`config.mk`:
```
export PLATFORM = sky130hd
export DESIGN_NAME = asr_host
export DESIGN_NICKNAME = d
export VERILOG_FILES = /design/src/rtl/asr_pkg.sv /design/src/rtl/asr_host.sv
export SDC_FILE = /design/constraint.sdc
export NUM_CORES = 1
export LEC_CHECK = 0
export BUFFER_PORTS_ARGS = -buffer_cell sky130_fd_sc_hd__buf_4
export CORE_UTILIZATION = 44
export DETAILED_ROUTE_END_ITERATION = 8
export PLACE_DENSITY_LB_ADDON = 0.25
export SLEW_MARGIN = 20
export SYNTH_ARGS = -nofsm -noshare
export SYNTH_HDL_FRONTEND = slang
export SYNTH_SLANG_ARGS = --single-unit
export TNS_END_PERCENT = 1
```
`constraint.sdc`:
```
create_clock -name clock_in -period 1.8 [get_ports clock_in]
set_clock_uncertainty 0.1 [all_clocks]
set_input_delay 0.09 -clock clock_in [delete_from_list [all_inputs] [get_ports clock_in]]
set_output_delay 0.09 -clock clock_in [all_outputs]
set_load 0.005 [all_outputs]
```
`src/rtl/asr_pkg.sv`:
```
package asr_pkg;
    localparam int ADDR_WIDTH = 18;
    localparam int DATA_WIDTH = 16;
    localparam int LANE_WIDTH = 8;
    localparam int LANE_COUNT = 2;
    localparam int WORD_COUNT = 262144;
    localparam int CLOCK_PERIOD_NS = 10;
    // access and write pulse figures of the slowest grade
    localparam int READ_ACCESS_NS = 20;
    localparam int WRITE_PULSE_NS = 20;
    localparam int DATA_SETUP_NS = 9;
    localparam int TURNAROUND_NS = 9;
    localparam int READ_CYCLES = (READ_ACCESS_NS + CLOCK_PERIOD_NS - 1) / CLOCK_PERIOD_NS;
    localparam int WRITE_CYCLES = (WRITE_PULSE_NS + CLOCK_PERIOD_NS - 1) / CLOCK_PERIOD_NS;
    localparam int SETUP_CYCLES = (DATA_SETUP_NS + CLOCK_PERIOD_NS - 1) / CLOCK_PERIOD_NS;
    localparam int GAP_CYCLES = (TURNAROUND_NS + CLOCK_PERIOD_NS - 1) / CLOCK_PERIOD_NS;
    localparam int COUNT_WIDTH = 4;

    typedef enum logic [4:0] {
        ASR_IDLE  = 5'b0_0001,
        ASR_SETUP = 5'b0_0010,
        ASR_READ  = 5'b0_0100,
        ASR_WRITE = 5'b0_1000,
        ASR_GAP   = 5'b1_0000
    } asr_state_type;
endpackage

```
`src/rtl/asr_host.sv`:
```
// How it works
// the host reaches 262,144 words of 16 bits through the word address.
// chip_select_n is held high between accesses so the memory sits in standby.
// a write drives write_strobe_n and chip_select_n low together.
// the memory captures data at the rising strobe, so data is held valid across it.
// data pins are driven only once write_strobe_n is low and outputs are off.
// a read holds write_strobe_n high with output_drive_n and chip_select_n low.
// read data is sampled after the access time with the address held stable.
// output_drive_n stays high in writes and idle so the memory never drives then.
// the two byte lane selects follow the requested byte enables.
// the address changes only while chip_select_n and write_strobe_n are high.
// a write ends by raising write_strobe_n and chip_select_n together.
// address is presented in the cycle before chip_select_n falls.
// a request with no byte enabled completes without touching the memory.
// the word address is an 18-bit binary index.
`timescale 1ns/100ps
`default_nettype none
module asr_host #(
    parameter int ADDR_WIDTH = asr_pkg::ADDR_WIDTH,
    parameter int DATA_WIDTH = asr_pkg::DATA_WIDTH
) (
    input wire logic clock_in,
    input wire logic rst_in,
    input wire logic req_valid_in,
    input wire logic req_write_in,
    input wire logic [ADDR_WIDTH-1:0] req_addr_in,
    input wire logic [DATA_WIDTH-1:0] req_wdata_in,
    input wire logic [asr_pkg::LANE_COUNT-1:0] req_lanes_in,
    output logic req_ready_out,
    output logic rsp_valid_out,
    output logic [DATA_WIDTH-1:0] rsp_rdata_out,
    output logic [ADDR_WIDTH-1:0] word_address_out,
    output logic chip_select_n_out,
    output logic write_strobe_n_out,
    output logic output_drive_n_out,
    output logic low_byte_lane_n_out,
    output logic high_byte_lane_n_out,
    input wire logic [DATA_WIDTH-1:0] data_pins_in,
    output logic [DATA_WIDTH-1:0] data_pins_out,
    output logic data_pins_oe_out
);
    // ------------------------------------------------------------
    // elaboration checks
    // ------------------------------------------------------------
    // pins and counters are sized for one memory shape only
    if (ADDR_WIDTH != asr_pkg::ADDR_WIDTH || DATA_WIDTH != asr_pkg::DATA_WIDTH)
    begin : g_bad_width
        $error("asr_host: widths must match the memory");
    end
    if (DATA_WIDTH != asr_pkg::LANE_COUNT * asr_pkg::LANE_WIDTH)
    begin : g_bad_lanes
        $error("asr_host: byte lanes must cover the data width");
    end
    if ($clog2(asr_pkg::WORD_COUNT) != ADDR_WIDTH)
    begin : g_bad_depth
        $error("asr_host: address width must cover every word");
    end
    // a count that does not fit would wrap and cut the strobe short
    if ($clog2(asr_pkg::READ_CYCLES + 1) > asr_pkg::COUNT_WIDTH
        || $clog2(asr_pkg::WRITE_CYCLES + 1) > asr_pkg::COUNT_WIDTH
        || $clog2(asr_pkg::GAP_CYCLES + 1) > asr_pkg::COUNT_WIDTH)
    begin : g_bad_count
        $error("asr_host: counter too narrow for the access timing");
    end

    // ------------------------------------------------------------
    // sequencer
    // ------------------------------------------------------------
    asr_pkg::asr_state_type state, next_state;
    logic [asr_pkg::COUNT_WIDTH-1:0] count, next_count;
    logic is_write, next_is_write;
    logic [ADDR_WIDTH-1:0] next_word_address;
    logic next_chip_select_n, next_write_strobe_n, next_output_drive_n;
    logic next_low_byte_lane_n, next_high_byte_lane_n;
    logic [DATA_WIDTH-1:0] next_data_pins, next_rsp_rdata;
    logic next_data_pins_oe, next_req_ready, next_rsp_valid;

    always_comb
    begin
        next_state = state;
        next_count = count;
        next_is_write = is_write;
        next_word_address = word_address_out;
        next_chip_select_n = chip_select_n_out;
        next_write_strobe_n = write_strobe_n_out;
        next_output_drive_n = output_drive_n_out;
        next_low_byte_lane_n = low_byte_lane_n_out;
        next_high_byte_lane_n = high_byte_lane_n_out;
        next_data_pins = data_pins_out;
        next_data_pins_oe = data_pins_oe_out;
        next_req_ready = req_ready_out;
        next_rsp_valid = 1'b0;
        next_rsp_rdata = rsp_rdata_out;
        case (state)
            asr_pkg::ASR_IDLE:
            begin
                if (req_valid_in && req_ready_out)
                begin
                    next_req_ready = 1'b0;
                    if (req_lanes_in == '0)
                    begin
                        // nothing enabled, answer at once and stay in standby
                        next_rsp_valid = 1'b1;
                        next_req_ready = 1'b1;
                    end
                    else
                    begin
                        next_word_address = req_addr_in;
                        next_low_byte_lane_n = ~req_lanes_in[0];
                        next_high_byte_lane_n = ~req_lanes_in[1];
                        next_is_write = req_write_in;
                        next_data_pins = req_wdata_in;
                        next_state = asr_pkg::ASR_SETUP;
                    end
                end
            end
            asr_pkg::ASR_SETUP:
            begin
                next_chip_select_n = 1'b0;
                if (is_write)
                begin
                    next_write_strobe_n = 1'b0;
                    next_count = asr_pkg::COUNT_WIDTH'(asr_pkg::WRITE_CYCLES);
                    next_state = asr_pkg::ASR_WRITE;
                end
                else
                begin
                    next_output_drive_n = 1'b0;
                    next_count = asr_pkg::COUNT_WIDTH'(asr_pkg::READ_CYCLES);
                    next_state = asr_pkg::ASR_READ;
                end
            end
            asr_pkg::ASR_WRITE:
            begin
                // strobe is already low, memory drivers are off
                next_data_pins_oe = 1'b1;
                next_count = count - 1'b1;
                if (count == '0)
                begin
                    // data has stood a full pulse, release both strobes at once
                    next_write_strobe_n = 1'b1;
                    next_chip_select_n = 1'b1;
                    next_count = asr_pkg::COUNT_WIDTH'(asr_pkg::GAP_CYCLES);
                    next_state = asr_pkg::ASR_GAP;
                end
            end
            asr_pkg::ASR_READ:
            begin
                next_count = count - 1'b1;
                if (count == '0)
                begin
                    next_rsp_rdata = data_pins_in;
                    next_rsp_valid = 1'b1;
                    next_output_drive_n = 1'b1;
                    next_chip_select_n = 1'b1;
                    next_count = asr_pkg::COUNT_WIDTH'(asr_pkg::GAP_CYCLES);
                    next_state = asr_pkg::ASR_GAP;
                end
            end
            asr_pkg::ASR_GAP:
            begin
                // keep data held past the strobe edge, then let the bus float
                next_data_pins_oe = 1'b0;
                next_count = count - 1'b1;
                if (count == '0)
                begin
                    if (is_write)
                    begin
                        next_rsp_valid = 1'b1;
                    end
                    next_low_byte_lane_n = 1'b1;
                    next_high_byte_lane_n = 1'b1;
                    next_req_ready = 1'b1;
                    next_state = asr_pkg::ASR_IDLE;
                end
            end
            default:
            begin
                next_state = asr_pkg::ASR_IDLE;
            end
        endcase
    end

    // ------------------------------------------------------------
    // registers, every pin straight from a flip-flop
    // ------------------------------------------------------------
    always_ff @(posedge clock_in or posedge rst_in)
    begin
        if (rst_in)
        begin
            state <= asr_pkg::ASR_IDLE;
            count <= '0;
            is_write <= 1'b0;
            word_address_out <= '0;
            chip_select_n_out <= 1'b1;
            write_strobe_n_out <= 1'b1;
            output_drive_n_out <= 1'b1;
            low_byte_lane_n_out <= 1'b1;
            high_byte_lane_n_out <= 1'b1;
            data_pins_out <= '0;
            data_pins_oe_out <= 1'b0;
            req_ready_out <= 1'b1;
            rsp_valid_out <= 1'b0;
            rsp_rdata_out <= '0;
        end
        else
        begin
            state <= next_state;
            count <= next_count;
            is_write <= next_is_write;
            word_address_out <= next_word_address;
            chip_select_n_out <= next_chip_select_n;
            write_strobe_n_out <= next_write_strobe_n;
            output_drive_n_out <= next_output_drive_n;
            low_byte_lane_n_out <= next_low_byte_lane_n;
            high_byte_lane_n_out <= next_high_byte_lane_n;
            data_pins_out <= next_data_pins;
            data_pins_oe_out <= next_data_pins_oe;
            req_ready_out <= next_req_ready;
            rsp_valid_out <= next_rsp_valid;
            rsp_rdata_out <= next_rsp_rdata;
        end
    end
endmodule
`default_nettype wire

```
; ---- Yosys cells after proc, flatten, opt, wreduce, memory -nomap -nowiden
; Index checks and enable logic that the tools add are counted.
[totals]
in_bits = 56
ff_bits = 68
elab_cells = 78
output_inout_bits = 58
[classes]
reduce_logical = 18
muxes = 29
n_eq_ne = 13
addsub = 1
n_bitwise = 3
[ops]
columns = op, count
row1 = two-way mux 5 bit, 4
row2 = case mux 5 bit (4 select lines), 1
row3 = "inequality test 2 bit, second input constant", 7
row4 = case mux 1 bit (2 select lines), 7
row5 = two-way mux 1 bit, 13
row6 = case mux 4 bit (3 select lines), 1
row7 = AND reduction 3 bit, 4
row8 = nonzero test 2 bit, 5
row9 = two-way mux 4 bit, 2
row10 = AND reduction 4 bit, 2
row11 = "== test 5 x 1 -> 1 bit, second input constant", 1
row12 = "== test 5 x 2 -> 1 bit, second input constant", 1
row13 = "== test 5 x 3 -> 1 bit, second input constant", 1
row14 = "== test 5 x 4 -> 1 bit, second input constant", 1
row15 = "== test 5 bit, second input constant", 1
row16 = logical NOT 4 bit, 1
row17 = AND reduction 2 bit, 2
row18 = "subtractor 4 x 1 -> 4 bit, second input constant", 1
row19 = inverter 1 bit, 3
row20 = case mux 1 bit (3 select lines), 1
row21 = nonzero test 3 bit, 1
row22 = logical NOT 2 bit, 1
row23 = "inequality test 2 x 1 -> 1 bit, second input constant", 1
row24 = OR reduction 2 bit, 1
row25 = logical AND 1 bit, 1

; ---- Logic depth before layout (Yosys ltp)
; Gate-level depths: netlist of run 1.
[depth]
depth_word = 4
depth_mapped = 7
ltp_nobuf = 6

; ---- Worst setup path after synthesis of run 1
; Ideal clock, no wire load.
[synth_path]
path_type = register to register
from = reg count[0] (netlist name)
to = reg rsp_rdata_out[0]
t_required_ns = 1.575
path_stages_with_launch = 8
setup_time_ns = 0.125
arrival_time_ns = 1.722
path_slack_ns = -0.147
period_less_slack_ns = 1.947
n_path_buf = 1
cell_sequence = dfrtp_1 inv_1 ha_1 or3b_1 nor2_2 nand3_4 buf_6 mux2_4
[synth_via]
elab_chain_cells = 2
[synth_lines]
columns = element, line_no
row1 = start: declaration, asr_host.sv:70  ; logic [asr_pkg::COUNT_WIDTH-1:0] count, next_count;
row2 = start signal: assignment, asr_host.sv:209  ; count <= next_count;
row3 = logical NOT 4 bit, asr_host.sv:150  ; if (count == '0)
row4 = AND reduction 2 bit (no line), -
row5 = end signal: assignment, asr_host.sv:221  ; rsp_rdata_out <= next_rsp_rdata;
row6 = end: declaration, asr_host.sv:31  ; output logic [DATA_WIDTH-1:0] rsp_rdata_out,
; Every way passes these cells.
; A chain may end at the register's enable or synchronous reset.

; ---- Worst setup path after layout of run 1
[layout_path]
from = reg count[1] (netlist name)
to = reg rsp_rdata_out[2]
; The elaborated chain is that of the path after synthesis.

==> results of run 1 <==
worst max-delay path, stage by stage, from the launching register on:
cell	delay [ns]
dfrtp_1	0.39
inv_1	0.08
ha_1	0.15
or3b_4	0.40
nor2_4	0.12
nand3_4	0.08
buf_12	0.17
mux2_4	0.30
metal layers:
metal	global-route usage	share of wire	vias up
li1	-	-	1095
met1	0.255	0.41	1136
met2	0.361	0.52	90
met3	0.0639	0.061	9
met4	0.0539	0.0082	0
met5	0	0	-
logic make-up (layout without fill, tap and decap cells):
family | Yosys count | count (layout) | share of synthesized area
AO/OA/AOI/OAI | 31 | 31 | 0.0664
XOR/XNOR | 1 | 1 | 0.00291
adder cells (fa/ha/maj) | 1 | 1 | 0.00415
buffers and inverters | 15 | 209 | 0.0424
flip-flops | 68 | 68 | 0.568
multiplexers | 53 | 53 | 0.245
AND/OR/NAND/NOR | 31 | 31 | 0.0719
worst max path at each step:
stage / start / to / depth (start not counted)
5_1_grt: count[0]$_DFFE_PP0P_ / rsp_rdata_out[2]$_DFFE_PP0P_ / 7
3_5_place_dp: count[1]$_DFFE_PP0P_ / rsp_rdata_out[2]$_DFFE_PP0P_ / 7
2_1_floorplan: count[0]$_DFFE_PP0P_ / rsp_rdata_out[0]$_DFFE_PP0P_ / 7
6_report: count[1]$_DFFE_PP0P_ / rsp_rdata_out[2]$_DFFE_PP0P_ / 7
3_3_place_gp: count[1]$_DFFE_PP0P_ / rsp_rdata_out[7]$_DFFE_PP0P_ / 7
4_1_cts: count[1]$_DFFE_PP0P_ / rsp_rdata_out[2]$_DFFE_PP0P_ / 7
sequential cells by signal, indices dropped and copies added, names as in the netlist:
register	flops
output_drive_n_out	1
write_strobe_n_out	1
req_ready_out	1
count	4
low_byte_lane_n_out	1
word_address_out	18
data_pins_out	16
chip_select_n_out	1
high_byte_lane_n_out	1
data_pins_oe_out	1
rsp_rdata_out	16
is_write	1
state	5
rsp_valid_out	1
per-stage QoR:
stage | hold slack, ns | TNS (ns) | util
final | 0.221 | -1.30 | 0.744
after detailed placement | 0.0131 | -1.61 | 0.623
after global routing | 0.234 | -2.29 | 0.744
after floorplan | 0.0855 | -6.80 | -
after global placement | 0.0132 | -1.09 | 0.623
after CTS | 0.200 | -1.38 | 0.743
final cells by class:
cell class                      instances  share of cell area
Sequential cell                        68               0.354
Timing Repair Buffer                  185               0.326
Inverter                                8             0.00622
Multi-Input combinational cell        117               0.246
Clock buffer                           12              0.0321
Tap cell                               77              0.0199
Clock inverter                          4              0.0150
cell usage after synthesis (3+ instances only):
cell,count,area (um^2)
dfrtp_1,61,1530
mux2_4,38,571
mux2_2,13,146
o21ai_0,10,50.1
inv_1,8,30.0
a21oi_1,7,35.0
dfstp_2,7,184
nor2_1,7,26.3
nand3_1,4,20.0
a21o_1,3,22.5
buf_12,3,60.1
buf_6,3,33.8
nand2_1,3,11.3
power by group:
part | internal [mW] | total [mW] | switching [mW] | leakage, nW
sequential | 1.78 | 1.93 | 0.157 | 0.845
combinational | 0.777 | 1.16 | 0.385 | 1.54
clock | 0.854 | 1.39 | 0.535 | 0.113
total | 3.41 | 4.49 | 1.08 | 2.49
repair_timing:
item	4_1_cts	5_1_grt
resized for setup	0	2
hold buffers	55	0
hold endpoints to repair	86	0
pin swaps	1	0
endpoints found under the setup margin	16	21
==> metrics.cfg, run 1 <==
[status]
status = finished with violations
violations = design-rule violations, negative setup slack

[cells_and_area]
final_cell_count_no_fill = 471
ff_latch_area_um2 = 1710
diodes = 0
finish.instance_area_um2 = 4830
n_fill_cell = 421
layout_commonest_cell = buf_4
drive_gt1_frac = 0.541
area_delta_synth_final_pct = 60.3
layout_common_cells = buf_4 (126), dfrtp_1 (61), dlygate4sd3_1 (55), mux2_4 (38), mux2_2 (13)
finalNetCount = 446
multi_input_area_um2 = 1190

[timing]
clock.fmax_mhz = 525
setup-violations-final = 16
period_needed_ns = 1.90
slew_headroom = 0.729
worstMarginPinSlew_ns = 0.406
timing.final.crit_share = 1.06
setup_ws_ns = -0.103
hold_viol_final = 0
rsz0062_at_grt = true
finalMaxSlewViolations = 0

[floorplan]
rows = 29
die-area_um2 = 7180
start_util = 0.464
ios = 114
die_w_um = 84.8
fp.coreArea_um2 = 6490
die_h_um = 84.8

[setup_path]
critical_path_class = reg2reg
crit_required_ns = 1.91
endpoint_kind = flip-flop
startpoint_type = flip-flop
r2r_start = count[1]$_DFFE_PP0P_
r2r_setup_slack_ns = -0.10
reg2reg_to = rsp_rdata_out[2]$_DFFE_PP0P_
crit_fanout = 17
r2r_cells = 7
cp.arrival_ns = 2.01

[logic_synthesis]
seq_area_frac_synth = 0.568
syn_avg_cell_area_um2 = 15.1
ys_seq_elements = 68
syn_area_um2 = 3010
yosysWarnings = 0
async_flop_share = 1.00
postSynthCellCount = 200
netlist-cell-type-count = 41
synth_edf_count = 0
ys.flop_type = dfrtp_1
synthesis.nets = 257

[power_and_ir_drop]
p_leak_nw = 2.49
power.density_nw_per_um2 = 928
peakVddDrop_mv = 0.691
power_mw = 4.49

[routing]
vias_per_cell = 4.95
wl_per_cell_um = 14.8
routed_wirelength_um = 6980
vias = 2330
dr.pass1.iters = 8
post-route-drc-count = 2
drtIter0Drc = 153
drt.antenna.violating_nets = 0

[placement]
globalplace.congestion = 0.751
placed_area_um2 = 4050
portBuffers = 113
place_ws_ns = -0.119
numPlacedInstances = 400
hpwl_um = 4400

[global_route]
antenna_found_initial = 0
track_usage = 0.208
grt_overflow = 0
grt_pass1_wl_um = 11600
grt_max_degree = 28
grt_pass1_vias = 2399

[clock_network]
clkTransAtPathRegs_ns = 0.08
cts_setup_buffers = 0
htreeDepth = 3
cts_buffer_depth = 2
clock_latency_ns = 0.33
cts_sinks = 68
numCtsBuffers = 9
root_buffer = clkbuf_8
cts_tree = yes

[worst_hold_path]
hp-class = in2async

[flow_run]
max_cap_violations = 0

Power figures use the tool's default switching activity.
==> inputs of run 2 (changes only) <==
Settings changed: PLACE_DENSITY set to 0.83, PLACE_DENSITY_LB_ADDON 0.25 to not set.
==> metrics.cfg, run 2 (synthesis results as in run 1) <==
[status]
status = finished with violations  ; unchanged
violations = design-rule violations, negative setup slack  ; unchanged

[routing]
vias_per_cell = 5.05  ; was 4.95
wl_per_cell_um = 16.0  ; was 14.8 um
post-route-drc-count = 6  ; was 2
drt.antenna.violating_nets = 0  ; unchanged
drtIter0Drc = 105  ; was 153
routed_wirelength_um = 7470  ; was 6980 um
dr.pass1.iters = 9  ; was 8
vias = 2360  ; was 2330

[setup_path]
endpoint_kind = flip-flop  ; unchanged
critical_path_class = reg2reg  ; unchanged
cp.arrival_ns = 2.05  ; was 2.01 ns
crit_required_ns = 1.94  ; was 1.91 ns
crit_fanout = 17  ; unchanged
slowest_delay_ns = 0.40  ; about the same
startpoint_type = flip-flop  ; unchanged
worstPathCellList = inv_2 > ha_4 > or3b_4 > nor2_4 > nand3_4 > buf_12 > mux2_4  ; was inv_1 > ha_1 > or3b_4 > nor2_4 > nand3_4 > buf_12 > mux2_4
cpLargestDelayFamily = simple AND/OR/NAND/NOR gates  ; unchanged
critPathBufInv = 2  ; unchanged
crit_slowest_cell = dfrtp_1  ; was or3b_4

[clock_network]
numCtsBuffers = 9  ; unchanged
cts_sinks = 68  ; unchanged
cts_tree = yes  ; unchanged
clkTransAtPathRegs_ns = 0.08  ; about the same
root_buffer = clkbuf_8  ; unchanged
cts_buffer_depth = 2  ; unchanged
htreeDepth = 3  ; unchanged
clock_latency_ns = 0.34  ; was 0.33 ns

[cells_and_area]
finalNetCount = 442  ; was 446
top_register = word_address_out  ; unchanged
reg_top3 = word_address_out x18, data_pins_out x16, rsp_rdata_out x16  ; unchanged
drive_gt1_frac = 0.544  ; was 0.541
largest_reg_flops = 18  ; unchanged
layout_commonest_cell = buf_4  ; unchanged
layout_common_cells = buf_4 (123), dfrtp_1 (61), dlygate4sd3_1 (55), mux2_4 (38), mux2_2 (13)  ; was buf_4 (126), dfrtp_1 (61), dlygate4sd3_1 (55), mux2_4 (38), mux2_2 (13)
diodes = 0  ; unchanged
area_delta_synth_final_pct = 61.6  ; was 60.3%

[timing]
setup-violations-final = 16  ; unchanged
slew_headroom = 0.735  ; was 0.729
rsz0062_at_grt = true  ; unchanged
setup_ws_ns = -0.109  ; was -0.103 ns
clock.fmax_mhz = 524  ; was 525 MHz
period_needed_ns = 1.91  ; was 1.90 ns
holdWs_ns = 0.193  ; was 0.221 ns
timing.final.crit_share = 1.06  ; about the same
hold_viol_final = 0  ; unchanged
worstMarginPinSlew_ns = 0.396  ; was 0.406 ns
finalMaxSlewViolations = 0  ; unchanged

[flow_run]
max_cap_violations = 0  ; unchanged

[power_and_ir_drop]
combPwrFrac = 0.237  ; was 0.259
power.switching_mw = 1.17  ; was 1.08 mW
p_leak_nw = 2.50  ; was 2.49 nW
p_int_mw = 3.79  ; was 3.41 mW
power.density_nw_per_um2 = 1020  ; was 928 nW/um^2
power_mw = 4.96  ; was 4.49 mW
switching_share = 0.236  ; was 0.240
power_frac_seq = 0.393  ; was 0.431
peakVddDrop_mv = 0.661  ; was 0.691 mV
pwr-share-clk = 0.370  ; was 0.310

[global_route]
grt_max_degree = 52  ; was 28
track_usage = 0.217  ; was 0.208
grt_overflow = 0  ; unchanged
antenna_found_initial = 0  ; unchanged
grt_pass1_vias = 2551  ; was 2399
grt_pass1_wl_um = 12000  ; was 11600 um

[placement]
hpwl_um = 4520  ; was 4400 um
globalplace.congestion = 0.799  ; was 0.751
portBuffers = 113  ; unchanged

[floorplan]
die-area_um2 = 7180  ; unchanged
ios = 114  ; unchanged
start_util = 0.464  ; unchanged
die_w_um = 84.8  ; unchanged
die_h_um = 84.8  ; unchanged
fp.coreArea_um2 = 6490  ; unchanged
rows = 29  ; unchanged

[worst_hold_path]
hp-class = in2async  ; unchanged

run 2: cell count changes in the layout (fill, tap and decap cells not counted), sizes merged:
cell      change
buf           -4
clkbuf        -2
bufinv        +3
clkinvlp      -1
run 2: worst paths after layout:
| check | start | end | slack, ns | cells after the start |
|---|---|---|---|---|
| worst max register to register | count[1]$_DFFE_PP0P_ | rsp_rdata_out[6]$_DFFE_PP0P_ | -0.11 | 7 |
| worst min-delay path | rst_in | rsp_rdata_out[8]$_DFFE_PP0P_ | 0.19 | 3 |
| max in group asynchronous | rst_in | low_byte_lane_n_out$_DFFE_PP1P_ | 0.75 | 4 |
| worst min register to register | data_pins_oe_out$_DFFE_PP0P_ | data_pins_oe_out$_DFFE_PP0P_ | 0.40 | 1 |
| min in group clock_in | data_pins_oe_out$_DFFE_PP0P_ | data_pins_oe_out$_DFFE_PP0P_ | 0.40 | 1 |
| worst max-delay path | count[1]$_DFFE_PP0P_ | rsp_rdata_out[6]$_DFFE_PP0P_ | -0.11 | 7 |
run 2: per-stage QoR:
step / worst slack (ns) / TNS, ns / cells / util / cell area, um^2
2_1_floorplan: -0.146 / -6.80 / 200 / - / 3020
3_3_place_gp: -0.194 / -2.94 / 394 / 0.612 / 3980
3_5_place_dp: -0.286 / -4.37 / 394 / 0.612 / 3980
4_1_cts: -0.112 / -1.53 / 467 / 0.749 / 4860
5_1_grt: -0.179 / -2.72 / 467 / 0.750 / 4870
6_report: -0.109 / -1.51 / 467 / 0.750 / 4870
run 2: final cells by class:
type | instances | area [um^2]
inverters | 8 | 30.0
multi-input cells | 117 | 1200
clock inverters | 6 | 159
clock buffers | 10 | 138
repair buffers | 181 | 1530
well taps | 77 | 96.3
fillers | 400 | 1630
flip-flops and latches | 68 | 1710
run 2: worst reg2reg max path: cells and delay by family (launching register included):
family / cells / cell delay [ns]
flops: 1 / 0.40
mux: 1 / 0.31
buf+inv: 2 / 0.25
simple gates: 3 / 0.62
fa+ha+maj: 1 / 0.13
run 2: per-layer routing:
| metal | global-route usage | part of all wire |
|---|---|---|
| met1 | 0.240 | 0.39 |
| met4 | 0.100 | 0.020 |
| met3 | 0.0541 | 0.052 |
| met2 | 0.392 | 0.54 |
| met5 | 0 | 0 |
run 2: power by group through the flow:
stage / logic [mW] / clock network [mW] / registers (mW)
after floorplan: 0.483 / 0 / 1.95
after global placement: 1.01 / 0 / 1.94
after detailed placement: 1.05 / 0 / 1.95
after CTS: 1.17 / 1.88 / 1.93
after global routing: 1.27 / 1.94 / 1.98
final: 1.18 / 1.84 / 1.95
run 2: what timing repair did:
action                                  CTS  global route
setup buffers                             2             0
hold endpoints to repair                 70             0
hold buffers                             55             0
endpoints found under the setup margin   17            19
pin swaps                                 2             0
gates resized for setup                   4             1
==> inputs of run 3 (changes only) <==
Settings changed: ABC_AREA set to 1, PLACE_DENSITY 0.83 to 0.82.
==> metrics.cfg, run 3 <==
[routing]
wl_per_cell_um = 13.7  ; was 16.0 um
dr.pass1.iters = 6  ; was 9
vias_per_cell = 4.92  ; was 5.05
routed_wirelength_um = 8100  ; was 7470 um
drtIter0Drc = 182  ; was 105
vias = 2909  ; was 2360
post-route-drc-count = 0  ; was 6
drt.antenna.violating_nets = 0  ; unchanged

[setup_path]
slowest_delay_ns = 0.56  ; was 0.40 ns
critPathBufInv = 3  ; was 2
cpLargestDelayFamily = flip-flops  ; was simple AND/OR/NAND/NOR gates
crit_start = state[0]$_DFFE_PP1P_  ; was count[1]$_DFFE_PP0P_
worstPathCellList = inv_1 > nor2_4 > nand3_4 > inv_2 > nand2_2 > buf_12 > o21ai_0 > nand2_1  ; was inv_2 > ha_4 > or3b_4 > nor2_4 > nand3_4 > buf_12 > mux2_4
crit_required_ns = 1.92  ; was 1.94 ns
cp.arrival_ns = 1.84  ; was 2.05 ns
crit_slowest_cell = dfstp_2  ; was dfrtp_1
crit_fanout = 34  ; was 17
critical_path_class = reg2reg  ; unchanged
endpoint_kind = flip-flop  ; unchanged
startpoint_type = flip-flop  ; unchanged
r2r_start = state[0]$_DFFE_PP1P_  ; was count[1]$_DFFE_PP0P_

[logic_synthesis]
async_flop_share = 1.00  ; unchanged
ys_seq_elements = 68  ; unchanged
synth.most_common_cell = nand2_1  ; was dfrtp_1
synth_top_area_frac = 0.500  ; was 0.507
netlist-cell-type-count = 28  ; was 41
synth_largest_area_cell = dfrtp_1  ; unchanged
ys_top_cells_by_count = nand2_1 (112), dfrtp_1 (61), o21ai_0 (38)  ; was dfrtp_1 (61), mux2_4 (38), mux2_2 (13)
synth-compound-area-share = 0.120  ; was 0.0664
ys.flop_type = dfrtp_1  ; unchanged
synth_xor_area_frac = 0.00287  ; was 0.00291
yosys.area_share.simple = 0.236  ; was 0.0718
synth_area_leaders = dfrtp_1 (50%), nand2_1 (14%), o21ai_0 (6.2%)  ; was dfrtp_1 (51%), mux2_4 (19%), dfstp_2 (6.1%)
synth_top_family_by_area = simple AND/OR/NAND/NOR gates  ; was multiplexers
synth.area.mux_share = 0  ; was 0.245
synthesis.nets = 396  ; was 257
postSynthCellCount = 339  ; was 200
syn_avg_cell_area_um2 = 9.01  ; was 15.1 um^2
yosysWarnings = 0  ; unchanged
synth-adder-area-share = 0.00410  ; was 0.00415
synth_edf_count = 0  ; unchanged
syn_area_um2 = 3050  ; was 3010 um^2
seq_area_frac_synth = 0.560  ; was 0.568

[clock_network]
numCtsBuffers = 9  ; unchanged
htreeDepth = 3  ; unchanged
cts_setup_buffers = 0  ; was 2
cts_buffer_depth = 2  ; unchanged
clkTransAtPathRegs_ns = 0.08  ; about the same
clock_latency_ns = 0.33  ; was 0.34 ns
cts_sinks = 68  ; unchanged
cts_tree = yes  ; unchanged
root_buffer = clkbuf_8  ; unchanged

[worst_hold_path]
worstHoldStart = req_valid_in
hp-class = in2reg  ; was in2async

[floorplan]
start_util = 0.468  ; was 0.464
die_w_um = 85.3  ; was 84.8 um
ios = 114  ; unchanged
rows = 29  ; unchanged
die_h_um = 85.3  ; was 84.8 um
die-area_um2 = 7280  ; was 7180 um^2
fp.coreArea_um2 = 6530  ; was 6490 um^2

[placement]
portBuffers = 113  ; unchanged
globalplace.congestion = 0.853  ; was 0.799
hpwl_um = 5080  ; was 4520 um

[cells_and_area]
diodes = 0  ; unchanged
area_delta_synth_final_pct = 56.0  ; was 61.6%
layout_commonest_cell = buf_4  ; unchanged
finalNetCount = 566  ; was 442
largest_reg_flops = 18  ; unchanged
reg_top3 = word_address_out x18, data_pins_out x16, rsp_rdata_out x16  ; unchanged
layout_common_cells = buf_4 (115), nand2_1 (112), dfrtp_1 (61), dlygate4sd3_1 (54), o21ai_0 (33)  ; was buf_4 (123), dfrtp_1 (61), dlygate4sd3_1 (55), mux2_4 (38), mux2_2 (13)
top_register = word_address_out  ; unchanged
drive_gt1_frac = 0.354  ; was 0.544

[timing]
worstMarginPinSlew_ns = 0.345  ; was 0.396 ns
clock.fmax_mhz = 583  ; was 524 MHz
period_needed_ns = 1.72  ; was 1.91 ns
final.setup.tns_ns = 0  ; was -1.51 ns
rsz0062_at_grt = true  ; unchanged
setup-violations-final = 0  ; was 16
timing.final.crit_share = 0.953  ; was 1.06
hold_viol_final = 0  ; unchanged
slew_headroom = 0.769  ; was 0.735
finalMaxSlewViolations = 0  ; unchanged

[power_and_ir_drop]
p_int_mw = 2.51  ; was 3.79 mW
peakVddDrop_mv = 0.448  ; was 0.661 mV
pwr-share-clk = 0.440  ; was 0.370
p_leak_nw = 2.62  ; was 2.50 nW
combPwrFrac = 0.082  ; was 0.237
power_mw = 3.20  ; was 4.96 mW
switching_share = 0.215  ; was 0.236
power.switching_mw = 0.687  ; was 1.17 mW
power_frac_seq = 0.478  ; was 0.393
power.density_nw_per_um2 = 671  ; was 1020 nW/um^2

[global_route]
grt_max_degree = 42  ; was 52
track_usage = 0.236  ; was 0.217
grt_pass1_wl_um = 13400  ; was 12000 um
grt_overflow = 0  ; unchanged
grt_pass1_vias = 2936  ; was 2551
antenna_found_initial = 0  ; unchanged

[status]
status = completed  ; was finished with violations

[flow_run]
max_cap_violations = 0  ; unchanged

==> run 3: cell families (layout without fill, tap and decap cells) <==
kind of cell             count (synthesis)  in the layout
buffers and inverters                   49            224
XOR/XNOR                                 1              1
flip-flops                              68             68
AND/OR/NAND/NOR                        160            160
AO/OA/AOI/OAI                           60             60
adder cells (fa/ha/maj)                  1              1
==> run 3: repair_timing <==
action / CTS / global route
resized for setup: 0 / 7
hold endpoints to repair: 120 / 0
endpoints found under the setup margin: 0 / 10
hold buffers: 54 / 0
==> run 3: cell type report <==
class,count,area [um^2]
Inverter,35,135
Clock inverter,6,86.3
Timing Repair Buffer,173,1480
Multi-Input combinational cell,222,1110
Sequential cell,68,1710
Tap cell,77,96.3
Fill cell,473,1770
Clock buffer,10,138
==> run 3: metrics by stage <==
stage,setup WS (ns),hold WS (ns),instance area [um^2],cells,util
2_1_floorplan,0.186,0.101,3060,339,-
3_3_place_gp,0.156,-0.0145,3990,521,0.611
3_5_place_dp,0.0663,-0.00797,3990,521,0.611
4_1_cts,0.0530,0.150,4760,591,0.729
5_1_grt,-0.00202,0.193,4760,591,0.729
6_report,0.0841,0.188,4760,591,0.729
==> run 3: routing by layer <==
metal  GRT usage  share of wire
met1       0.273           0.40
met2       0.417           0.52
met3      0.0613          0.069
met4       0.100          0.015
met5           0              0
==> run 3: power by group through the flow <==
stage | Clock [mW] | Sequential, mW | Combinational, mW
after detailed placement | 0 | 1.56 | 0.168
final | 1.41 | 1.53 | 0.263
after global placement | 0 | 1.56 | 0.165
after global routing | 1.50 | 1.53 | 0.284
after CTS | 1.42 | 1.53 | 0.262
after floorplan | 0 | 1.56 | 0.0468
==> run 3: path summary, 6_finish.rpt <==
| kind | end | slack, ns | cells past startpoint |
|---|---|---|---|
| min in group asynchronous | rsp_valid_out$_DFF_PP0_ | 0.20 | 3 |
| setup / recovery | data_pins_out[7]$_DFFE_PP0P_ | 0.08 | 8 |
| hold / removal | rsp_valid_out$_DFF_PP0_ | 0.19 | 3 |
| hold reg to reg | high_byte_lane_n_out$_DFFE_PP1P_ | 0.36 | 2 |
| max in group asynchronous | chip_select_n_out$_DFFE_PP1P_ | 0.83 | 4 |
| setup reg to reg | data_pins_out[7]$_DFFE_PP0P_ | 0.08 | 8 |
==> run 3: worst reg2reg max path, cell delays in order (launching register included) <==
cell and delay [ns]:
dfstp_2 0.56, inv_1 0.08, nor2_4 0.12, nand3_4 0.11, inv_2 0.10, nand2_2 0.07
buf_12 0.17, o21ai_0 0.23, nand2_1 0.08
